**src/common/fdrc_defines.svh**
```systemverilog
/*
 Offsets, field positions, reset values and timing counts for the flash DMA request control block.
 Assumes a 40 MHz reference clock and byte-addressed register offsets.
*/
`ifndef FDRC_DEFINES_SVH
`define FDRC_DEFINES_SVH
// Register byte offsets
`define FDRC_OFF_CTRL      13'h1078
`define FDRC_OFF_DROP      13'h107A
`define FDRC_OFF_ISTAT     13'h107C
`define FDRC_OFF_IMASK     13'h107E
// Register field positions
`define FDRC_SECT_MSB      6
`define FDRC_POL_BIT       12
`define FDRC_EDGE_BIT      13
`define FDRC_PAUSE_BIT     14
`define FDRC_EN_BIT        15
`define FDRC_DROP_MSB      9
`define FDRC_EV_MSB        5
// Reset values
`define FDRC_RST_SECT      7'h00
`define FDRC_RST_DROP      10'h000
`define FDRC_RST_EV        6'h00
`define FDRC_RST_PIN       1'b1
// Interrupt source codes
`define FDRC_SRC_OVER      2
`define FDRC_SRC_ECC       3
`define FDRC_SRC_DONE      5
// Pulse timing
`define FDRC_PULSE_NS      250
`define FDRC_CLK_NS        25
`define FDRC_PULSE_CYC     ((`FDRC_PULSE_NS + `FDRC_CLK_NS - 1) / `FDRC_CLK_NS)
`endif

```
**src/common/fdrc_pkg.sv**
```systemverilog
/*
 Types for the flash DMA request control block.
 Assumes the defines header is included by the design.
*/
package fdrc_pkg;
	// Request sequencer states, Gray coded in declaration order
	typedef enum logic [1:0] {
		FDRC_IDLE  = 2'b00,
		FDRC_REQ   = 2'b01,
		FDRC_WAIT  = 2'b11,
		FDRC_PAUSE = 2'b10
	} fdrc_state_t;

	// Whole block state
	typedef struct packed {
		fdrc_state_t st;
		logic [6:0]  sect;
		logic [9:0]  drop;
		logic        pol;
		logic        edgeMode;
		logic        pause;
		logic        en;
		logic [3:0]  pulseCnt;
		logic        req;
		logic        reqPin;   // Registered request pin level
		logic [5:0]  ev;
		logic [5:0]  mask;
		logic        irq;
		logic [15:0] rdata;
	} fdrc_st_t;
endpackage

```
**src/verilog/fdrc_top.sv**
```systemverilog
/*
 Flash DMA request control: sector counter, transfer request output, pause on ECC error, interrupt events.
 Assumes the ECC unit supplies the flash byte counter, a checksum-read strobe, an ECC error strobe
 and an overrun strobe, all synchronous to ref_clk.
 Assumes byte-addressed register offsets and a host that samples transfer_request_out on ref_clk.
 Assumes software clears the pause bit only after fixing the data of the failed sector.
 Unmapped reads return zero; unmapped writes are ignored.
*/
//
// Function
// - Sector field holds sectors minus one
// - Read zero still means one sector left
// - Decrement sector count after each checksum read before the last sector
// - ECC error leaves remaining count visible
// - Polarity bit selects request asserted level
// - Pulse mode asserts request for 250 ns
// - Level mode drops at counter match
// - ECC error sets pause, suspends transfer
// - Enable bit gates all requests
// - DMA completion reports source code 5
// - ECC error reports source code 3
// - Counter overrun reports source code 2
`timescale 1ns/10ps
`include "fdrc_defines.svh"
module fdrc_top
	import fdrc_pkg::*;
#(
	parameter int PULSE_CYC = `FDRC_PULSE_CYC
) (
	input  wire logic        ref_clk,
	input  wire logic        rst,
	input  wire logic [12:0] regAddr,
	input  wire logic [15:0] regWdata,
	input  wire logic        regWr,
	input  wire logic        regRd,
	output logic      [15:0] regRdata,
	input  wire logic [9:0]  flash_byte_counter,
	input  wire logic        checksumRead,
	input  wire logic        eccError,
	input  wire logic        overrun,
	output logic             transfer_request_out,
	output logic             irq
);
	// Current and next state
	fdrc_st_t q;
	fdrc_st_t d;
	// Address decode hits
	logic hitCtrl;
	logic hitDrop;
	logic hitStat;
	logic hitMask;
	logic lastSect;

	// Decode one register offset
	function automatic logic fdrcHit(input logic [12:0] a, input logic [12:0] off);
		fdrcHit = (a == off);
	endfunction

	// Next-state logic
	// Every register write, event and sequencer step is folded into one copy of the state,
	// so priorities read top to bottom: later assignments win over earlier ones.
	always_comb begin
		d        = q;
		hitCtrl  = fdrcHit(regAddr, `FDRC_OFF_CTRL);
		hitDrop  = fdrcHit(regAddr, `FDRC_OFF_DROP);
		hitStat  = fdrcHit(regAddr, `FDRC_OFF_ISTAT);
		hitMask  = fdrcHit(regAddr, `FDRC_OFF_IMASK);
		lastSect = (q.sect == `FDRC_RST_SECT);
		// Read clears status; set wins below
		if (regRd && hitStat) begin
			d.ev = `FDRC_RST_EV;
		end
		// Register writes, reserved bits dropped
		if (regWr && hitCtrl) begin
			d.sect     = regWdata[`FDRC_SECT_MSB:0];
			d.pol      = regWdata[`FDRC_POL_BIT];
			d.edgeMode = regWdata[`FDRC_EDGE_BIT];
			d.pause    = q.pause & regWdata[`FDRC_PAUSE_BIT];
			d.en       = regWdata[`FDRC_EN_BIT];
		end
		if (regWr && hitDrop) begin
			d.drop = regWdata[`FDRC_DROP_MSB:0];
		end
		if (regWr && hitMask) begin
			d.mask = regWdata[`FDRC_EV_MSB:0];
		end
		// Request sequencer
		// IDLE raises a request as soon as DMA is on and not paused, REQ holds it for the pulse
		// or until the drop point, WAIT idles until the sector's checksum read, PAUSE idles
		// until software clears the pause bit.
		unique case (q.st)
			FDRC_IDLE: begin
				d.req = 1'b0;
				if (d.en && !d.pause) begin
					d.st       = FDRC_REQ;
					d.req      = 1'b1;
					d.pulseCnt = 4'(PULSE_CYC - 1);
				end
			end
			FDRC_REQ: begin
				if (q.edgeMode) begin
					// Fixed-width pulse
					if (q.pulseCnt == 4'h0) begin
						d.req = 1'b0;
						d.st  = FDRC_WAIT;
					end else begin
						d.pulseCnt = q.pulseCnt - 4'h1;
					end
				end else if (flash_byte_counter == q.drop) begin
					d.req = 1'b0;
					d.st  = FDRC_WAIT;
				end
			end
			FDRC_WAIT: begin
				// Await end of sector
				d.req = 1'b0;
			end
			FDRC_PAUSE: begin
				// Held until software clears pause
				d.req = 1'b0;
				if (!d.pause) begin
					d.st = FDRC_IDLE;
				end
			end
		endcase
		// Sector end handling
		// The checksum read closes a sector; at a zero count it closes the whole transfer,
		// so a written zero moves exactly one sector. A checksum read while paused or idle
		// belongs to no request of ours and is ignored.
		if (checksumRead && q.en && q.st != FDRC_PAUSE && q.st != FDRC_IDLE) begin
			if (lastSect) begin
				d.en    = 1'b0;
				d.st    = FDRC_IDLE;
				d.req   = 1'b0;
				d.ev[`FDRC_SRC_DONE] = 1'b1;
			end else begin
				d.sect = q.sect - 7'h01;
				d.st   = FDRC_IDLE;
				d.req  = 1'b0;
			end
		end
		// ECC error pauses, count untouched
		// Set wins over a same-cycle write of the pause bit, so an error is never lost,
		// and the sector count keeps the number of sectors still to move minus one.
		if (eccError && q.en) begin
			d.pause = 1'b1;
			d.st    = FDRC_PAUSE;
			d.req   = 1'b0;
			d.sect  = q.sect;
			d.ev[`FDRC_SRC_ECC] = 1'b1;
		end
		if (overrun) begin
			d.ev[`FDRC_SRC_OVER] = 1'b1;
		end
		// Disabled: no request may stand, whatever the sequencer chose above.
		// A pause survives disabling, so the error stays visible to software.
		if (!d.en) begin
			d.req = 1'b0;
			if (d.st != FDRC_PAUSE) begin
				d.st = FDRC_IDLE;
			end
		end
		// Interrupt level
		d.irq = |(d.ev & d.mask);
		// Pin level registered with the state, so a polarity change cannot glitch it
		d.reqPin = d.req ^ ~d.pol;
		// Read data, one cycle later
		d.rdata = 16'h0000;
		if (regRd) begin
			if (hitCtrl) begin
				d.rdata = {q.en, q.pause, q.edgeMode, q.pol, 5'h00, q.sect};
			end else if (hitDrop) begin
				d.rdata = {6'h00, q.drop};
			end else if (hitStat) begin
				d.rdata = {10'h000, q.ev};
			end else if (hitMask) begin
				d.rdata = {10'h000, q.mask};
			end
		end
	end

	// State register
	// Synchronous reset clears every field except the request pin, which idles high
	// because the reset polarity bit selects an active-low request.
	always_ff @(posedge ref_clk) begin
		if (rst) begin
			q        <= '0;
			q.reqPin <= `FDRC_RST_PIN;
		end else begin
			q <= d;
		end
	end

	// Outputs straight from flip-flops
	assign regRdata             = q.rdata;
	assign transfer_request_out = q.reqPin;
	assign irq                  = q.irq;

	// Pulse request is raised in the cycle after the sequencer leaves idle
	property p_pulse;
		@(posedge ref_clk) disable iff (rst)
		(q.st == FDRC_IDLE && d.st == FDRC_REQ && d.edgeMode && !eccError)
		|=> q.req;
	endproperty
	a_pulse: assert property (p_pulse) else $error("pulse not started");

	// Pulse ends once the cycle counter runs out
	property p_pulseEnd;
		@(posedge ref_clk) disable iff (rst)
		(q.st == FDRC_REQ && q.edgeMode && q.pulseCnt == 4'h0 && !eccError && !checksumRead) |=> !q.req;
	endproperty
	a_pulseEnd: assert property (p_pulseEnd) else $error("pulse too long");

	// Level request falls after the drop point is seen
	property p_drop;
		@(posedge ref_clk) disable iff (rst)
		(q.st == FDRC_REQ && !q.edgeMode && flash_byte_counter == q.drop) |=> !q.req;
	endproperty
	a_drop: assert property (p_drop) else $error("level request not dropped");

	// Idle pin shows the inverse of the polarity bit
	property p_pol;
		@(posedge ref_clk) disable iff (rst)
		!q.req |-> (transfer_request_out == ~q.pol);
	endproperty
	a_pol: assert property (p_pol) else $error("idle level wrong");

	// No request while DMA is off
	property p_en;
		@(posedge ref_clk) disable iff (rst)
		!q.en |-> !q.req;
	endproperty
	a_en: assert property (p_en) else $error("request while disabled");

	// ECC error pauses, flags and drops the request
	property p_pause;
		@(posedge ref_clk) disable iff (rst)
		(eccError && q.en) |=> (q.pause && q.ev[`FDRC_SRC_ECC] && !q.req);
	endproperty
	a_pause: assert property (p_pause) else $error("ecc error not paused");

	// Paused count stays put for software to read
	property p_hold;
		@(posedge ref_clk) disable iff (rst)
		(q.st == FDRC_PAUSE && !(regWr && hitCtrl)) |=> ($stable(q.sect) && !q.req);
	endproperty
	a_hold: assert property (p_hold) else $error("paused count moved");

	// Checksum read of a middle sector counts down
	property p_dec;
		@(posedge ref_clk) disable iff (rst)
		(checksumRead && q.en && q.st == FDRC_WAIT && !lastSect && !eccError && !(regWr && hitCtrl))
		|=> (q.sect == $past(q.sect) - 7'h01);
	endproperty
	a_dec: assert property (p_dec) else $error("sector count not decremented");

	// Checksum read of the last sector ends the transfer
	property p_done;
		@(posedge ref_clk) disable iff (rst)
		(checksumRead && q.en && q.st == FDRC_WAIT && lastSect) |=> (q.ev[`FDRC_SRC_DONE] && !q.en);
	endproperty
	a_done: assert property (p_done) else $error("completion not flagged");

	// Overrun is always flagged
	property p_over;
		@(posedge ref_clk) disable iff (rst)
		overrun |=> q.ev[`FDRC_SRC_OVER];
	endproperty
	a_over: assert property (p_over) else $error("overrun not flagged");

	// Asserted request shows the programmed polarity
	property p_active;
		@(posedge ref_clk) disable iff (rst)
		q.req |-> (transfer_request_out == q.pol);
	endproperty
	a_active: assert property (p_active) else $error("asserted level wrong");

	// A pause holds the sequencer and forbids requests
	property p_pauseIdle;
		@(posedge ref_clk) disable iff (rst)
		q.pause |-> (q.st == FDRC_PAUSE && !q.req);
	endproperty
	a_pauseIdle: assert property (p_pauseIdle) else $error("request during pause");

	// Clearing pause with DMA on restarts from idle
	property p_resume;
		@(posedge ref_clk) disable iff (rst)
		(q.st == FDRC_PAUSE && regWr && hitCtrl && !regWdata[`FDRC_PAUSE_BIT]
			&& regWdata[`FDRC_EN_BIT] && !eccError)
		|=> (q.st == FDRC_IDLE && !q.pause);
	endproperty
	a_resume: assert property (p_resume) else $error("pause clear did not resume");

	// Read data stand only in the cycle after a read
	property p_rdIdle;
		@(posedge ref_clk) disable iff (rst)
		!regRd |=> (regRdata == 16'h0000);
	endproperty
	a_rdIdle: assert property (p_rdIdle) else $error("read data outside read cycle");

	// Main scenarios
	c_pulse: cover property (@(posedge ref_clk) disable iff (rst) q.st == FDRC_REQ && q.edgeMode);
	c_level: cover property (@(posedge ref_clk) disable iff (rst) q.st == FDRC_REQ && !q.edgeMode ##1 !q.req);
	c_pause: cover property (@(posedge ref_clk) disable iff (rst) q.st == FDRC_PAUSE ##[1:50] q.st == FDRC_IDLE);
	c_done:  cover property (@(posedge ref_clk) disable iff (rst) $rose(q.ev[`FDRC_SRC_DONE]));
endmodule // fdrc_top

```
**config.mk**
```make
export PLATFORM = sky130hd
export DESIGN_NAME = fdrc_top
export DESIGN_NICKNAME = d
export VERILOG_FILES = /design/src/common/fdrc_pkg.sv /design/src/verilog/fdrc_top.sv
export VERILOG_INCLUDE_DIRS = /design/src /design/src/common
export SDC_FILE = /design/constraint.sdc
export NUM_CORES = 1
export LEC_CHECK = 0
export BUFFER_PORTS_ARGS = -buffer_cell sky130_fd_sc_hd__buf_4
export CAP_MARGIN = 20
export CORE_MARGIN = 2
export CORE_UTILIZATION = 45
export CTS_CLUSTER_SIZE = 24
export DETAILED_ROUTE_END_ITERATION = 10
export PLACE_DENSITY_LB_ADDON = 0.12
export REMOVE_ABC_BUFFERS = 1
export SETUP_SLACK_MARGIN = 0.02
export SYNTH_ARGS = -nofsm -noshare
export SYNTH_HDL_FRONTEND = slang
export SYNTH_SLANG_ARGS = --single-unit
```
**constraint.sdc**
```tcl
create_clock -name ref_clk -period 1.6 [get_ports ref_clk]
set_input_delay 0.08 -clock ref_clk [delete_from_list [all_inputs] [get_ports ref_clk]]
set_output_delay 0.08 -clock ref_clk [all_outputs]
set_load 0.05 [all_outputs]
```
# After elaboration in Yosys (flattened, before gate mapping)
# Cells that the tools add are included.
[totals] register_bits=58 inputBits=46 output_inout_bits=18 word_cells=94
[classes] addsub=2 eq_ne=13 n_mux=37 bitwise=5 reduce_logical=21
[op_table] operator="13-bit == test (second input constant)" count=4
[op_table] operator="6-bit 2-to-1 mux" count=4
[op_table] operator="9-bit 2-to-1 mux" count=2
[op_table] operator="16-bit 2-to-1 mux" count=1
[op_table] operator="2-bit 2-to-1 mux" count=7
[op_table] operator="7-bit 2-to-1 mux" count=2
[op_table] operator="1-bit 2-to-1 mux" count=13
[op_table] operator="4-bit 2-to-1 mux" count=3
[op_table] operator="10-bit == test" count=1
[op_table] operator="10-bit 2-to-1 mux" count=1
[op_table] operator="2-bit inequality test (second input constant)" count=5
[op_table] operator="1-bit logical AND" count=9
[op_table] operator="4-bit case mux with 2 select lines" count=1
[op_table] operator="7-bit logical NOT" count=1
[op_table] operator="7-bit by 1-bit subtractor with 7-bit output (second input constant)" count=1
[op_table] operator="6-bit bitwise AND" count=1
[op_table] operator="2-bit case mux with 3 select lines" count=1
[op_table] operator="6-bit OR reduction" count=1
[op_table] operator="5-bit 2-to-1 mux" count=1
[op_table] operator="5-bit OR reduction" count=1
[op_table] operator="2-bit == test (second input constant)" count=2
[op_table] operator="4-bit logical NOT" count=1
[op_table] operator="4-bit AND reduction" count=1
[op_table] operator="2-bit nonzero test" count=2
[op_table] operator="10 further kinds" count=12

# Depth between registers and ports, before layout
[logic_depth] depth_word=12 depth_mapped=8 depth_no_buf=8

# Least setup slack after synthesis
# No wires, ideal clock.
[synth_timing] path_type="reg-to-reg" startpoint="register q[49] (netlist name)" endpoint="register q[54] (netlist name)" setup_ps=132 arrival_time_ps=1607 required_ps=1468 setup_slack_ps=-140 stages_incl_launch_ff=9 path_buffers=0 synth_period_minus_slack_ps=1740 path_cell_list="dfxtp_1 -> inv_1 -> ha_1 -> nor3b_1 -> a21oi_1 -> nor2_1 -> a32o_1 -> nand2_1 -> a21oi_1"
[synth_between] elab_chain_len=3 elab_cells_between_ends=4 cone_classes="add/sub (1); mux (2); reduce/logical (1)"
[synth_rtl] element="start: declaration" line="fdrc_top.sv:45" rtl="fdrc_st_t q;"
[synth_rtl] element="7-bit by 1-bit subtractor with 7-bit output / 7-bit logical NOT (equally long branches)"
[synth_rtl] element="7-bit 2-to-1 mux *" line="fdrc_top.sv:131" rtl="if (lastSect) begin"
[synth_rtl] element="9-bit 2-to-1 mux *" line="fdrc_top.sv:130" rtl="if (checksumRead && q.en && q.st != FDRC_PAUSE && q.st != FDRC_IDLE) begin"
# Every way passes the cells marked *; elsewhere a longest branch is shown, timed or not.
# A chain may end at the register's enable or synchronous reset.

# Final worst setup path
[layout_timing] startpoint="register q[39] (netlist name)" endpoint="register q (netlist bit transfer_request_out)"
[layout_between] elab_chain_len=8
[layout_rtl] element="10-bit == test" line="fdrc_top.sv:109" rtl="end else if (flash_byte_counter == q.drop) begin"
[layout_rtl] element="1-bit 2-to-1 mux" line="fdrc_top.sv:109"
[layout_rtl] element="1-bit 2-to-1 mux" line="fdrc_top.sv:101" rtl="if (q.edgeMode) begin"
[layout_rtl] element="1-bit case mux with 3 select lines" line="fdrc_top.sv:91" rtl="unique case (q.st)"
[layout_rtl] element="1-bit 2-to-1 mux" line="fdrc_top.sv:130"
[layout_rtl] element="1-bit 2-to-1 mux" line="fdrc_top.sv:145" rtl="if (eccError && q.en) begin"
[layout_rtl] element="1-bit 2-to-1 mux" line="fdrc_top.sv:157" rtl="if (!d.en) begin"
[layout_rtl] element="1-bit bitwise XOR" line="fdrc_top.sv:166" rtl="d.reqPin = d.req ^ ~d.pol;"
# Every way passes these cells.

==> impl_metrics.tcl <==
set metrics [dict create \
    outcome "finished with violations" \
    violations "setup timing" \
    tightest_slew_ns 0.494 \
    area_growth_from_synthesis_to_layout_pct 39.3 \
    switching_power_w 0.000563 \
    nNetsFinal 470 \
    worst_hold_path_type "input pin to register" \
    drive_gt1_share_pct 39.2 \
    initial_core_util_pct 46.4 \
    core_sq_um 5920 \
    die_w_um 82.1 \
    post-synth-top-count-cell "sky130_fd_sc_hd__dfxtp_1" \
    critical_path.max_stage_delay_ns 0.34 \
    p_sw_share_pct 23.8 \
    postRouteWirelength_um 7810 \
    place_worst_setup_slack_ns -0.208 \
    report.final.hold_viol_count 0 \
    post_drt_via_cell_ratio 5.36 \
    critPathRequiredTime_ns 1.80 \
    die_area_sq_um 6740 \
    worst_setup_hold_path_clk_slew_ns 0.10 \
    grt_antenna_before_repair 0 \
    wire_per_inst_um 15.7 \
    cp_cell_sequence "xor2_1 -> nor4_1 -> nand3_1 -> a21boi_2 -> nor3_1 -> or3b_1" \
    wire_length_of_the_first_global_routing_pass_um 12300 \
    critical_path.max_fanout 3 \
    setup-tns-final_ns -0.0995 \
    first_global_vias 2601 \
    power_report.internal_total_w 0.00180 \
    gp_congestion 0.859 \
    main_combinational_cell_family_by_area_after_synthesis "simple AND/OR/NAND/NOR gates" \
    worst_setup_path_start_kind "register" \
    crit_path_top_delay_cell "sky130_fd_sc_hd__dfxtp_2" \
    port_buffers 59 \
    power.density_nw_per_um2 618 \
    die_height_um 82.1 \
    synth_sequential_area_ratio_pct 40.8 \
    setup_repair_after_global_routing_missed_its_margin "true" \
    drt_drc_violations_left 0 \
    synth_simple_gate_area_share_pct 22.9 \
    synth_warnings 0 \
    synth_mux_area_share_pct 6.93 \
    combinationalPowerShare_pct 8.9 \
    layout_min_cycle_time_ns 1.69 \
    main_area_contributors_after_synthesis "sky130_fd_sc_hd__dfxtp_1 41%, sky130_fd_sc_hd__mux2i_1 6.9%, sky130_fd_sc_hd__nor2_1 5.2%" \
    peakVddDrop_uv 423 \
    synth_adder_area_share_pct 1.37 \
    cts_root_cell "sky130_fd_sc_hd__clkbuf_8" \
    firstDrtPassIters 4 \
    max_freq_mhz 590 \
    worstPathArrival_ns 1.90 \
    synth_enable_flop_cells 0 \
    antenna_cells_inserted 0 \
    final.period_utilization_pct 106 \
    row_count 28 \
    largest_net_degree_at_the_start_of_global_routing 18 \
    synthXorXnorAreaFrac_pct 3.83 \
    route.vias.total 2661 \
    cts-htree-levels 2 \
    timing.final.setup_violations 2 \
    cts_tree "built" \
    synth_top_area_share_pct 40.8 \
    cts_sinks 56 \
    cts_max_path_buffers 2 \
    num_io_pins 64 \
    synth-compound-area-share_pct 15.7 \
    timing.hold.ws_ns 0.0102 \
    yosysTopAreaCell "sky130_fd_sc_hd__dfxtp_1" \
    syn_inst 317 \
    mappedNetlistArea_sq_um 2750 \
    detail-route-antenna-nets 0 \
    synth_seq_cells 56 \
    critical_path_s_top_delay_family "simple AND/OR/NAND/NOR gates" \
    critPathCaptureType "register" \
    final-max-slew-violation-count 0 \
    asyncSetResetFlopFracSynth_pct 0 \
    synth_cell_type_count 47 \
    clock_power_share_pct 32.1 \
    synth.avg_cell_area_sq_um 8.66 \
    post-route-worst-setup-slack_ns -0.0939 \
    timing.clock.skew_ns 0.00938 \
    cts_inserted_buffers 5 \
    place.detailed.hpwl_um 5860 \
    crit_buf_inv 0 \
    max-slew-margin-rel_pct 66.8 \
    power.share.sequential_pct 59.1 \
    globalRouteTotalUtil_pct 23.9 \
    max_cap_viol_count 0 \
    postSynth.topFlopCell "sky130_fd_sc_hd__dfxtp_1" \
    worst_skew_pair.late_latency_ns 0.31 \
    post_synth_most_frequent_cells "56 x sky130_fd_sc_hd__dfxtp_1, 38 x sky130_fd_sc_hd__nor2_1, 22 x sky130_fd_sc_hd__nand2_1" \
    iteration_0_drc_markers 112 \
    overflow 0 \
    critPathKind "register to register" \
    power_leakage_nw 1.72 \
]
-- metrics by stage --
step	power, W	cell area [sq um]	util (%)	instances
floorplan	0.00148	2570	-	290
global placement	0.00163	3580	60.5	485
detailed placement	0.00163	3580	60.5	485
CTS	0.00237	3740	63.3	496
global route	0.00246	3820	64.6	496
finish	0.00236	3820	64.6	496
-- layer usage --
metal / global-route usage [%] / vias to the layer above / wire length [um]
met2: 40.2 / 93 / 3730
met4: 6.83 / 0 / 72
met1: 31.0 / 1248 / 3500
li1: - / 1312 / -
met3: 5.22 / 8 / 504
met5: 0 / - / 0
-- flip-flops by register name (all words and copies together), names as in the netlist --
name                  count
q                        40
regRdata                 14
irq                       1
transfer_request_out      1
-- cell families after synthesis --
logic type / after synthesis
adders and majority gates: 3
buffers and inverters: 42
AOI/OAI and AO/OA: 63
other: 1
xor gates and xnor gates: 12
muxes: 19
DFF: 56
and+or+nand+nor: 121
-- cell type report --
type,count,area [sq um]
clock buffers,5,68.8
clock inverters,2,12.5
fillers,528,2100
inverters,14,52.6
multi-input cells,220,1520
flip-flops and latches,56,1130
well taps,75,93.8
repair buffers,124,952
-- tightest hold or removal path, cell delays in order --
cell                      delay [ns]
sky130_fd_sc_hd__buf_4          0.08
sky130_fd_sc_hd__mux2i_1        0.05
sky130_fd_sc_hd__nor2_1         0.07
-- final timing paths --
kind | to | slack [ns] | from | cells past startpoint
worst max-delay path | transfer_request_out$_SDFF_PP1_ | -0.09 | q[39]$_SDFFE_PP0P_ | 6
worst min-delay path | q[46]$_SDFFE_PP0P_ | 0.01 | regWdata[7] | 3
worst max register to register | transfer_request_out$_SDFF_PP1_ | -0.09 | q[39]$_SDFFE_PP0P_ | 6
worst min register to register | q[27]$_SDFF_PP0_ | 0.48 | q[27]$_SDFF_PP0_ | 2
-- power by group through the flow --
stage / Combinational (W) / Clock (W) / Sequential [W]
4_1_cts: 0.000206 / 0.000768 / 0.00140
2_1_floorplan: 0.0000524 / 0 / 0.00143
6_report: 0.000209 / 0.000758 / 0.00140
3_5_place_dp: 0.000202 / 0 / 0.00143
5_1_grt: 0.000223 / 0.000836 / 0.00140
3_3_place_gp: 0.000202 / 0 / 0.00143
-- repair_timing --
| item | CTS | global route |
|---|---|---|
| hold buffers | 2 | 0 |
| gates resized for setup | 17 | 21 |
| pin swaps | 9 | 8 |
| hold endpoints to repair | 2 | 0 |
| buffers inserted | 2 | 0 |
| setup endpoints to repair | 9 | 10 |
-- cell usage in the layout (no fill, tap or decap), drive strengths merged, types with 6 or more instances in the layout --
cell,instances
o221ai,6
dfxtp,56
o21ai,10
a21oi,19
mux2i,19
nand2,22
a21o,7
nor2,38
nor3,13
nand3,11
and3,10
inv,14
buf,122
xor2,11
No activity file was read; power rests on OpenSTA's default activity.
